===== src/include/dlac_cfg.svh =====
// Offsets, field positions, reset values and codes of the debug link access control block
`ifndef DLAC_CFG_SVH
`define DLAC_CFG_SVH
`define DLAC_OFS_LINK_CTRL_B 4'h3
`define DLAC_OFS_KEY_STATUS 4'h7
`define DLAC_OFS_RST_REQ 4'h8
`define DLAC_OFS_ACC_CTRL_A 4'h9
`define DLAC_OFS_SYS_CTRL_A 4'ha
`define DLAC_OFS_SYS_STATE 4'hb
`define DLAC_OFS_CRC_STATE 4'hc
`define DLAC_BIT_NACK_SUPPRESS 4
`define DLAC_BIT_COLL_OFF 3
`define DLAC_BIT_LINK_DISABLE 2
`define DLAC_BIT_KEY_UROW 5
`define DLAC_BIT_KEY_PROG 4
`define DLAC_BIT_KEY_ERASE 3
`define DLAC_BIT_USER_ROW_DONE 1
`define DLAC_BIT_CLK_REQ 0
`define DLAC_BIT_RST_ACTIVE 5
`define DLAC_BIT_ASLEEP 4
`define DLAC_BIT_PROG_READY 3
`define DLAC_BIT_UROW_READY 2
`define DLAC_BIT_LOCK 0
`define DLAC_RST_SIGNATURE 8'h59
`define DLAC_RST_LINK_CTRL_B 8'h00
`define DLAC_RST_CLK_SEL 2'h3
`define DLAC_RST_RST_REQ 1'b0
`define DLAC_CRC_OFF 3'h0
`define DLAC_CRC_BUSY 3'h1
`define DLAC_CRC_GOOD 3'h2
`define DLAC_CRC_FAIL 3'h4
`endif


===== src/include/dlac_pkg.sv =====
// Types of the debug link access control block
package dlac_pkg;
    typedef enum logic [1:0] {
        DLAC_CLK_RSVD = 2'h0,
        DLAC_CLK_16M = 2'h1,
        DLAC_CLK_8M = 2'h2,
        DLAC_CLK_4M = 2'h3
    } dlac_clk_sel_t;

    // Register access from the link instruction layer
    typedef struct packed {
        logic wr;
        logic rd;
        logic [3:0] addr;
        logic [7:0] wdata;
    } dlac_acc_t;

    // Live levels from the system domain
    typedef struct packed {
        logic in_reset;
        logic asleep;
        logic prog_ready;
        logic urow_ready;
        logic locked;
        logic [2:0] crc_state;
    } dlac_sys_t;

    // Key decode and completion events from the key logic
    typedef struct packed {
        logic urow_key_ok;
        logic prog_key_ok;
        logic erase_key_ok;
        logic prog_done;
        logic erase_done;
    } dlac_key_t;

    typedef struct packed {
        logic negative_ack_suppress;
        logic collision_detect_off;
        logic link_on;
        logic key_urow;
        logic key_prog;
        logic key_erase;
        logic rst_hold;
        dlac_clk_sel_t link_clock_select;
        logic system_clock_request;
        logic user_row_done;
        logic rst_seen;
        logic [7:0] rdata;
    } dlac_state_t;
endpackage


===== src/hw/dlac_ctrl.sv =====
// Access control and status registers of the single-wire debug link
`timescale 1ns/1ps
`include "dlac_cfg.svh"

module dlac_ctrl
(
    // Clock and reset
    input wire logic clk,
    input wire logic rst_n,
    // Link enable request (fuse or high voltage entry)
    input wire logic link_enable,
    // Register access from link instruction layer only
    input wire dlac_pkg::dlac_acc_t acc,
    output logic [7:0] rdata,
    // Link status
    input wire logic load_store_busy,
    input wire logic line_collision,
    // Key logic and system domain
    input wire dlac_pkg::dlac_key_t keys,
    input wire dlac_pkg::dlac_sys_t sys,
    // Outputs to the physical layer
    output logic link_active,
    output logic nack_send,
    output logic collision_flag,
    output dlac_pkg::dlac_clk_sel_t link_clock_select,
    // Outputs to the system domain
    output logic system_reset_hold,
    output logic system_clock_request,
    output logic user_row_done_pulse
);
    import dlac_pkg::*;

    dlac_state_t s_q;
    dlac_state_t s_d;
    // One-cycle start strobe for user row programming, kept outside the register image
    logic urow_done_d;
    logic urow_done_q;
    // Enable level of the previous cycle; a rise re-arms clock request and 4 MHz select
    logic link_on_prev_q;

    // Write strobe decode, shared by every writable register
    function automatic logic hit(input dlac_acc_t a, input logic [3:0] ofs);
        hit = a.wr && (a.addr == ofs);
    endfunction

    // Next state of the whole register file
    always_comb
    begin
        s_d = s_q;
        urow_done_d = 1'b0;
        // A disable write beats link_enable for one cycle only; hold link_enable low to stay off
        s_d.link_on = link_enable;
        if (hit(acc, `DLAC_OFS_LINK_CTRL_B))
        begin
            s_d.negative_ack_suppress = acc.wdata[`DLAC_BIT_NACK_SUPPRESS];
            s_d.collision_detect_off = acc.wdata[`DLAC_BIT_COLL_OFF];
            if (acc.wdata[`DLAC_BIT_LINK_DISABLE])
            begin
                s_d.link_on = 1'b0;
            end
        end
        else if (hit(acc, `DLAC_OFS_RST_REQ))
        begin
            s_d.rst_hold = (acc.wdata == `DLAC_RST_SIGNATURE);
        end
        else if (hit(acc, `DLAC_OFS_ACC_CTRL_A))
        begin
            s_d.link_clock_select = dlac_clk_sel_t'(acc.wdata[1:0]);
        end
        else if (hit(acc, `DLAC_OFS_SYS_CTRL_A))
        begin
            s_d.system_clock_request = acc.wdata[`DLAC_BIT_CLK_REQ];
            if (s_q.key_urow && acc.wdata[`DLAC_BIT_USER_ROW_DONE])
            begin
                s_d.user_row_done = 1'b1;
                urow_done_d = 1'b1;
            end
        end
        // Key flags: decode sets, completion clears, set wins
        if (keys.prog_done)
        begin
            s_d.key_prog = 1'b0;
        end
        if (keys.erase_done)
        begin
            s_d.key_erase = 1'b0;
        end
        if (keys.urow_key_ok)
        begin
            s_d.key_urow = 1'b1;
        end
        if (keys.prog_key_ok)
        begin
            s_d.key_prog = 1'b1;
        end
        if (keys.erase_key_ok)
        begin
            s_d.key_erase = 1'b1;
        end
        // Reset active flag: clear on read, but a live reset wins
        if (acc.rd && acc.addr == `DLAC_OFS_SYS_STATE)
        begin
            s_d.rst_seen = 1'b0;
        end
        if (sys.in_reset || s_q.rst_hold)
        begin
            s_d.rst_seen = 1'b1;
        end
        // Enabling raises the clock request once
        if (s_d.link_on && !link_on_prev_q)
        begin
            s_d.system_clock_request = 1'b1;
            s_d.link_clock_select = DLAC_CLK_4M;
        end
        // Disabled link loses configuration, keys and clock request
        if (!s_d.link_on)
        begin
            s_d.negative_ack_suppress = 1'b0;
            s_d.collision_detect_off = 1'b0;
            s_d.key_urow = 1'b0;
            s_d.key_prog = 1'b0;
            s_d.key_erase = 1'b0;
            s_d.rst_hold = `DLAC_RST_RST_REQ;
            s_d.link_clock_select = dlac_clk_sel_t'(`DLAC_RST_CLK_SEL);
            s_d.system_clock_request = 1'b0;
            s_d.user_row_done = 1'b0;
            urow_done_d = 1'b0;
        end
        // Read data, registered; unmapped offsets read zero
        // System levels are sampled here, so a read shows them as they stood one cycle earlier
        s_d.rdata = 8'h00;
        if (acc.addr == `DLAC_OFS_LINK_CTRL_B)
        begin
            s_d.rdata[`DLAC_BIT_NACK_SUPPRESS] = s_q.negative_ack_suppress;
            s_d.rdata[`DLAC_BIT_COLL_OFF] = s_q.collision_detect_off;
            s_d.rdata[`DLAC_BIT_LINK_DISABLE] = !s_q.link_on;
        end
        else if (acc.addr == `DLAC_OFS_KEY_STATUS)
        begin
            s_d.rdata[`DLAC_BIT_KEY_UROW] = s_q.key_urow;
            s_d.rdata[`DLAC_BIT_KEY_PROG] = s_q.key_prog;
            s_d.rdata[`DLAC_BIT_KEY_ERASE] = s_q.key_erase;
        end
        else if (acc.addr == `DLAC_OFS_RST_REQ)
        begin
            s_d.rdata[0] = s_q.rst_hold;
        end
        else if (acc.addr == `DLAC_OFS_ACC_CTRL_A)
        begin
            s_d.rdata[1:0] = s_q.link_clock_select;
        end
        else if (acc.addr == `DLAC_OFS_SYS_CTRL_A)
        begin
            s_d.rdata[`DLAC_BIT_USER_ROW_DONE] = s_q.user_row_done;
            s_d.rdata[`DLAC_BIT_CLK_REQ] = s_q.system_clock_request;
        end
        else if (acc.addr == `DLAC_OFS_SYS_STATE)
        begin
            s_d.rdata[`DLAC_BIT_RST_ACTIVE] = s_q.rst_seen;
            s_d.rdata[`DLAC_BIT_ASLEEP] = sys.asleep;
            s_d.rdata[`DLAC_BIT_PROG_READY] = sys.prog_ready;
            s_d.rdata[`DLAC_BIT_UROW_READY] = sys.urow_ready;
            s_d.rdata[`DLAC_BIT_LOCK] = sys.locked;
        end
        else if (acc.addr == `DLAC_OFS_CRC_STATE)
        begin
            s_d.rdata[2:0] = sys.crc_state;
        end
    end

    // Only rst_n resets this state; the requested system reset is an output only
    always_ff @(posedge clk)
    begin
        if (!rst_n)
        begin
            s_q <= '{negative_ack_suppress: 1'b0, collision_detect_off: 1'b0, link_on: 1'b0,
                     key_urow: 1'b0, key_prog: 1'b0, key_erase: 1'b0, rst_hold: `DLAC_RST_RST_REQ,
                     link_clock_select: DLAC_CLK_4M, system_clock_request: 1'b0,
                     user_row_done: 1'b0, rst_seen: 1'b0, rdata: 8'h00};
            urow_done_q <= 1'b0;
            link_on_prev_q <= 1'b0;
        end
        else
        begin
            s_q <= s_d;
            urow_done_q <= urow_done_d;
            link_on_prev_q <= s_d.link_on;
        end
    end

    // Outputs
    assign rdata = s_q.rdata;
    assign link_active = s_q.link_on;
    assign link_clock_select = s_q.link_clock_select;
    assign system_reset_hold = s_q.rst_hold;
    assign system_clock_request = s_q.system_clock_request;
    assign user_row_done_pulse = urow_done_q;
    // Negative acknowledge signature sent when a load or store meets the reset active flag and suppression is off
    assign nack_send = load_store_busy && s_q.rst_seen && !s_q.negative_ack_suppress;
    // Collision is only reported while detection is on
    assign collision_flag = line_collision && !s_q.collision_detect_off && s_q.link_on;

    a_reset_sig: assert property (@(posedge clk) disable iff (!rst_n)
        acc.wr && acc.addr == `DLAC_OFS_RST_REQ && acc.wdata == `DLAC_RST_SIGNATURE && link_enable
        |=> system_reset_hold)
        else $error("reset signature did not hold reset");
    a_reset_rel: assert property (@(posedge clk) disable iff (!rst_n)
        acc.wr && acc.addr == `DLAC_OFS_RST_REQ && acc.wdata != `DLAC_RST_SIGNATURE |=> !system_reset_hold)
        else $error("other value did not release reset");
    a_rst_read: assert property (@(posedge clk) disable iff (!rst_n)
        !acc.wr && acc.addr == `DLAC_OFS_RST_REQ |=> rdata == {7'h00, $past(system_reset_hold)})
        else $error("reset request read wrong");
    a_disable_all: assert property (@(posedge clk) disable iff (!rst_n)
        acc.wr && acc.addr == `DLAC_OFS_LINK_CTRL_B && acc.wdata[`DLAC_BIT_LINK_DISABLE]
        |=> !link_active && !system_clock_request && !system_reset_hold)
        else $error("link disable left state behind");
    a_urow_key: assert property (@(posedge clk) disable iff (!rst_n)
        user_row_done_pulse |-> $past(s_q.key_urow))
        else $error("user row done without key");
    a_clk_enable: assert property (@(posedge clk) disable iff (!rst_n)
        link_enable && !link_on_prev_q && !acc.wr ##1 link_active |-> system_clock_request)
        else $error("clock request not set on enable");
    a_prog_clear: assert property (@(posedge clk) disable iff (!rst_n)
        keys.prog_done && !keys.prog_key_ok |=> !s_q.key_prog)
        else $error("programming key flag stuck");
    a_erase_clear: assert property (@(posedge clk) disable iff (!rst_n)
        keys.erase_done && !keys.erase_key_ok |=> !s_q.key_erase)
        else $error("erase key flag stuck");
    a_nack_hide: assert property (@(posedge clk) disable iff (!rst_n)
        s_q.negative_ack_suppress |-> !nack_send)
        else $error("negative acknowledge not suppressed");
    a_rstflag_set: assert property (@(posedge clk) disable iff (!rst_n)
        sys.in_reset |=> s_q.rst_seen)
        else $error("reset active flag missed");

    // Read paths: rdata shows the state of the cycle in which the address stood
    a_key_read: assert property (@(posedge clk) disable iff (!rst_n)
        acc.addr == `DLAC_OFS_KEY_STATUS
        |=> rdata == {2'h0, $past(s_q.key_urow), $past(s_q.key_prog), $past(s_q.key_erase), 3'h0})
        else $error("key status read wrong");
    a_asleep_read: assert property (@(posedge clk) disable iff (!rst_n)
        acc.addr == `DLAC_OFS_SYS_STATE
        |=> rdata[`DLAC_BIT_ASLEEP] == $past(sys.asleep))
        else $error("asleep flag read wrong");
    a_prog_ready: assert property (@(posedge clk) disable iff (!rst_n)
        acc.addr == `DLAC_OFS_SYS_STATE
        |=> rdata[`DLAC_BIT_PROG_READY] == $past(sys.prog_ready))
        else $error("programming ready flag read wrong");
    a_urow_ready: assert property (@(posedge clk) disable iff (!rst_n)
        acc.addr == `DLAC_OFS_SYS_STATE
        |=> rdata[`DLAC_BIT_UROW_READY] == $past(sys.urow_ready))
        else $error("user row ready flag read wrong");
    a_lock_read: assert property (@(posedge clk) disable iff (!rst_n)
        acc.addr == `DLAC_OFS_SYS_STATE
        |=> rdata[`DLAC_BIT_LOCK] == $past(sys.locked))
        else $error("lock flag read wrong");
    a_crc_read: assert property (@(posedge clk) disable iff (!rst_n)
        acc.addr == `DLAC_OFS_CRC_STATE
        |=> rdata == {5'h00, $past(sys.crc_state)})
        else $error("scan status read wrong");
    a_unmapped_zero: assert property (@(posedge clk) disable iff (!rst_n)
        acc.addr inside {4'h0, 4'h1, 4'h2, 4'h4, 4'h5, 4'h6, 4'hd, 4'he, 4'hf}
        |=> rdata == 8'h00)
        else $error("unmapped offset read nonzero");

    // Enable and disable of the link, and link clock select
    a_off_clears: assert property (@(posedge clk) disable iff (!rst_n)
        !link_enable
        |=> !link_active && !system_clock_request && !system_reset_hold && !user_row_done_pulse)
        else $error("disabled link kept state");
    a_enable_4m: assert property (@(posedge clk) disable iff (!rst_n)
        link_enable && !link_on_prev_q
        |=> link_clock_select == DLAC_CLK_4M)
        else $error("enable did not select 4 MHz");
    a_clksel_16m: assert property (@(posedge clk) disable iff (!rst_n)
        acc.wr && acc.addr == `DLAC_OFS_ACC_CTRL_A && acc.wdata[1:0] == 2'h1 && link_enable && link_on_prev_q
        |=> link_clock_select == DLAC_CLK_16M)
        else $error("16 MHz select not taken");
    a_clksel_8m: assert property (@(posedge clk) disable iff (!rst_n)
        acc.wr && acc.addr == `DLAC_OFS_ACC_CTRL_A && acc.wdata[1:0] == 2'h2 && link_enable && link_on_prev_q
        |=> link_clock_select == DLAC_CLK_8M)
        else $error("8 MHz select not taken");

    // Keys and user row completion
    a_urow_set: assert property (@(posedge clk) disable iff (!rst_n)
        keys.urow_key_ok && link_enable && !acc.wr
        |=> s_q.key_urow)
        else $error("user row key flag not set");
    a_prog_set: assert property (@(posedge clk) disable iff (!rst_n)
        keys.prog_key_ok && link_enable && !acc.wr
        |=> s_q.key_prog)
        else $error("programming key flag not set");
    a_urow_pulse: assert property (@(posedge clk) disable iff (!rst_n)
        acc.wr && acc.addr == `DLAC_OFS_SYS_CTRL_A && acc.wdata[`DLAC_BIT_USER_ROW_DONE] && s_q.key_urow && link_enable
        |=> user_row_done_pulse)
        else $error("user row done did not start programming");
    a_urow_refused: assert property (@(posedge clk) disable iff (!rst_n)
        acc.wr && acc.addr == `DLAC_OFS_SYS_CTRL_A && !s_q.key_urow
        |=> !user_row_done_pulse)
        else $error("user row done taken without key");

    // Clock request, line status and reset flag
    a_system_clock_request_keep: assert property (@(posedge clk) disable iff (!rst_n)
        acc.wr && acc.addr == `DLAC_OFS_SYS_CTRL_A && acc.wdata[`DLAC_BIT_CLK_REQ] && link_enable
        |=> system_clock_request)
        else $error("clock request not raised");
    a_system_clock_request_drop: assert property (@(posedge clk) disable iff (!rst_n)
        acc.wr && acc.addr == `DLAC_OFS_SYS_CTRL_A && !acc.wdata[`DLAC_BIT_CLK_REQ] && link_enable && link_on_prev_q
        |=> !system_clock_request)
        else $error("clock request not withdrawn");
    a_collision_on: assert property (@(posedge clk) disable iff (!rst_n)
        line_collision && link_active && !s_q.collision_detect_off
        |-> collision_flag)
        else $error("collision not reported");
    a_nack_send: assert property (@(posedge clk) disable iff (!rst_n)
        load_store_busy && s_q.rst_seen && !s_q.negative_ack_suppress
        |-> nack_send)
        else $error("negative acknowledge missing");
    a_rstflag_hold: assert property (@(posedge clk) disable iff (!rst_n)
        system_reset_hold
        |=> s_q.rst_seen)
        else $error("held reset not flagged");
    a_rstflag_clear: assert property (@(posedge clk) disable iff (!rst_n)
        acc.rd && acc.addr == `DLAC_OFS_SYS_STATE && !sys.in_reset && !system_reset_hold
        |=> !s_q.rst_seen)
        else $error("reset active flag not cleared by read");
endmodule


===== config.mk =====
export PLATFORM = sky130hd
export DESIGN_NAME = dlac_ctrl
export DESIGN_NICKNAME = d
export VERILOG_FILES = /design/src/include/dlac_pkg.sv /design/src/hw/dlac_ctrl.sv
export VERILOG_INCLUDE_DIRS = /design/src /design/src/include
export SDC_FILE = /design/constraint.sdc
export NUM_CORES = 1
export LEC_CHECK = 0
export BUFFER_PORTS_ARGS = -buffer_cell sky130_fd_sc_hd__buf_2
export CORE_MARGIN = 3
export CORE_UTILIZATION = 41
export CTS_BUF_LIST = sky130_fd_sc_hd__clkbuf_4
export DETAILED_ROUTE_END_ITERATION = 10
export PLACE_DENSITY = 0.86
export SETUP_SLACK_MARGIN = 0.2
export SKIP_CTS_REPAIR_TIMING = 1
export SYNTH_ARGS = -nofsm -noshare
export SYNTH_HDL_FRONTEND = slang
export SYNTH_SLANG_ARGS = --single-unit

===== constraint.sdc =====
create_clock -name clk -period 1.26 [get_ports clk]
set_input_delay 0.252 -clock clk [delete_from_list [all_inputs] [get_ports clk]]
set_output_delay 0.252 -clock clk [all_outputs]
set_load 0.01 [all_outputs]

==> results.json <==
{
  "synthArstFlopShare": 0,
  "drt_wl_total_um": 2638,
  "path_clk_slew_ns": 0.11,
  "routedWlPerCell_um": 13.74,
  "design.core.area_um2": 2255,
  "synth.area.mux_share": 0,
  "yosys-top-cells-area": "dfxtp_1 (38%), buf_4 (8.3%), nor2_1 (4.1%), a21oi_1 (4.0%), nand2_1 (3.0%)",
  "num_rows": 17,
  "placedCellCount": 185,
  "postRouteAntennaNets": 0,
  "synth-simple-area-share": 0.3029,
  "synth_compound_area_frac": 0.1790,
  "critPathKind": "register to primary output",
  "final_hold_viol_count": 0,
  "syn_to_final_growth_pct": 33.29,
  "grt_max_degree": 11,
  "period_share": 0.9837,
  "synth_ff_type": "dfxtp_1",
  "cts_buffer_depth": 2,
  "power.leakage_nw": 0.6200,
  "via_count": 979,
  "critical_path_arrival_ns": 0.99,
  "n_antenna_cell": 0,
  "synthAdderAreaFrac": 0,
  "grt_usage": 0.1764,
  "die_w_um": 55.38,
  "synth_top_family_by_area": "simple AND/OR/NAND/NOR gates",
  "drive_gt1_frac": 0.4512,
  "h-tree-depth": 1,
  "critPathCaptureType": "primary output",
  "post-route-min-period_ns": 1.239,
  "synth_top_area_share": 0.3805,
  "synth_edf_count": 0,
  "startpoint_type": "register",
  "grt_pass1_wl_um": 4395,
  "antenna_found_initial": 0,
  "routabilityCongestion": 0.8301,
  "yosys.area.top_type": "dfxtp_1",
  "viasPerCell": 5.099,
  "synth.top_cells.by_count": "dfxtp_1 (19), buf_4 (11), nor2_1 (11)",
  "syn_area_um2": 999.7,
  "hold_slack_ns": 0.1381,
  "grt_pass1_vias": 957,
  "cts.sinks": 19,
  "place_area_um2": 1220,
  "drt_pass1_iterations": 4,
  "critPathMaxStageDelay_ns": 0.35,
  "ys_ff_latch": 19,
  "syn_avg_cell_area_um2": 8.545,
  "synth_warnings": 0,
  "die_area_um2": 3067,
  "place_hpwl_um": 2091,
  "yosysMostFrequentCell": "dfxtp_1",
  "ioPinCount": 48,
  "yosys.area_share.xor_xnor": 0,
  "rsz0062_at_grt": "true",
  "p_per_area_nw_per_um2": 886.1,
  "final_cells": 192,
  "outcome": "finished, final reports clean",
  "seq_area_frac_synth": 0.3805,
  "drc": 0,
  "worst_ep_required_time_ns": 1.01,
  "ir_drop_uv": 545.8,
  "finClkSkew_ns": 0.008053,
  "crit_fanout": 2,
  "start_util": 0.4434,
  "fillers": 186,
  "maxCapViolCount": 0,
  "maxSlewViolCount": 0,
  "syn_inst": 117,
  "post-route-util": 0.5910,
  "die_y_um": 55.38,
  "tritoncts": "yes",
  "stdcell_area_um2": 1333,
  "placement.io_buffers": 45,
  "min_path_type": "input pin to register",
  "critPathSlowestCell": "dfxtp_2",
  "cp_cell_sequence": "inv_2 -> nor3b_2 -> buf_2",
  "synth_cell_types": 36,
  "setup_violations": 0,
  "cts_buffers": 3,
  "drt_iter0_markers": 26,
  "root_buffer": "clkbuf_4",
  "max_freq_ghz": 0.8068,
  "layout.nets": 197,
  "clk_latency_ns": 0.31,
  "overflow": 0
}
[path summary, 6_finish.rpt]
path,start,endpoint,slack (ns),cells after the start
hold / removal,keys[4],s_q[16]$_SDFFE_PN0P_,0.14,3
hold reg to reg,link_on_prev_q$_SDFF_PN0_,link_clock_select[1]$_SDFFE_PP1P_,0.47,1
setup reg to reg,system_reset_hold$_SDFFE_PN0P_,rdata[0]$_SDFF_PP0_,0.25,3
setup / recovery,s_q[8]$_SDFFE_PN0P_,nack_send,0.02,3
[state kept, by name (all words and copies together) (netlist names)]
register / count
link_clock_select: 2
link_on_prev_q: 1
rdata: 6
s_q: 7
system_clock_request: 1
system_reset_hold: 1
user_row_done_pulse: 1
[layout by cell type (no fill, tap or decap), drive strengths merged, types with 2 or more instances in the layout]
master and count:
a211oi 3, a21oi 8, a31oi 2, and2 2
and3b 2, buf 56, clkbuf 4, conb 2
dfxtp 19, inv 8, nand2 8, nand2b 2
nand3 2, nand3b 3, nand4 3, nand4b 3
nor2 11, nor2b 2, nor3 2, nor3b 2
nor4 2, nor4bb 3, o21ai 7
[kinds of logic after synthesis]
| group | Yosys count |
|---|---|
| buffers and inverters | 22 |
| AND/OR/NAND/NOR | 48 |
| flip-flops | 19 |
| other | 1 |
| AO/OA/AOI/OAI | 27 |
[final cells by class]
cell class / instances / area, µm² / share of cell area
multi-input combinational: 77 / 501.7 / 0.3765
sequential: 19 / 392.9 / 0.2948
timing repair buffer: 56 / 342.8 / 0.2573
tap: 28 / 35.03 / 0.02629
clock buffer: 4 / 30.03 / 0.02254
inverter: 8 / 30.03 / 0.02254
[through the flow]
step | power [W] | TNS [ns] | setup slack, ns
after floorplan | 0.0007511 | 0 | 0.06409
after global placement | 0.0008324 | 0 | 0.03416
after detailed placement | 0.0008387 | -0.03258 | -0.01690
after CTS | 0.001167 | -0.1253 | -0.08500
after global routing | 0.001238 | -0.04419 | -0.04419
final | 0.001181 | 0 | 0.02056
[worst max-delay path: cells and delay by family, from the launching register on]
| family | cells | cell delay, ns |
|---|---|---|
| buffers and inverters | 2 | 0.19 |
| AND/OR/NAND/NOR | 1 | 0.14 |
| flip-flops | 1 | 0.35 |
[power breakdown]
part	leakage [nW]	internal, W	switching [W]
clock	0.0184	0.000145	0.000198
combinational	0.446	0.000107	0.000105
sequential	0.156	0.000614	0.0000107
total	0.620	0.000867	0.000314
[routing by layer]
| layer | vias up | track usage | share of wire |
|---|---|---|---|
| met5 | - | 0 | 0 |
| met4 | 0 | 0.09722 | 0.016 |
| met3 | 6 | 0.04206 | 0.063 |
| met2 | 37 | 0.2905 | 0.50 |
| met1 | 437 | 0.2085 | 0.42 |
| li1 | 499 | - | - |
(Power assumes the default switching activity.)
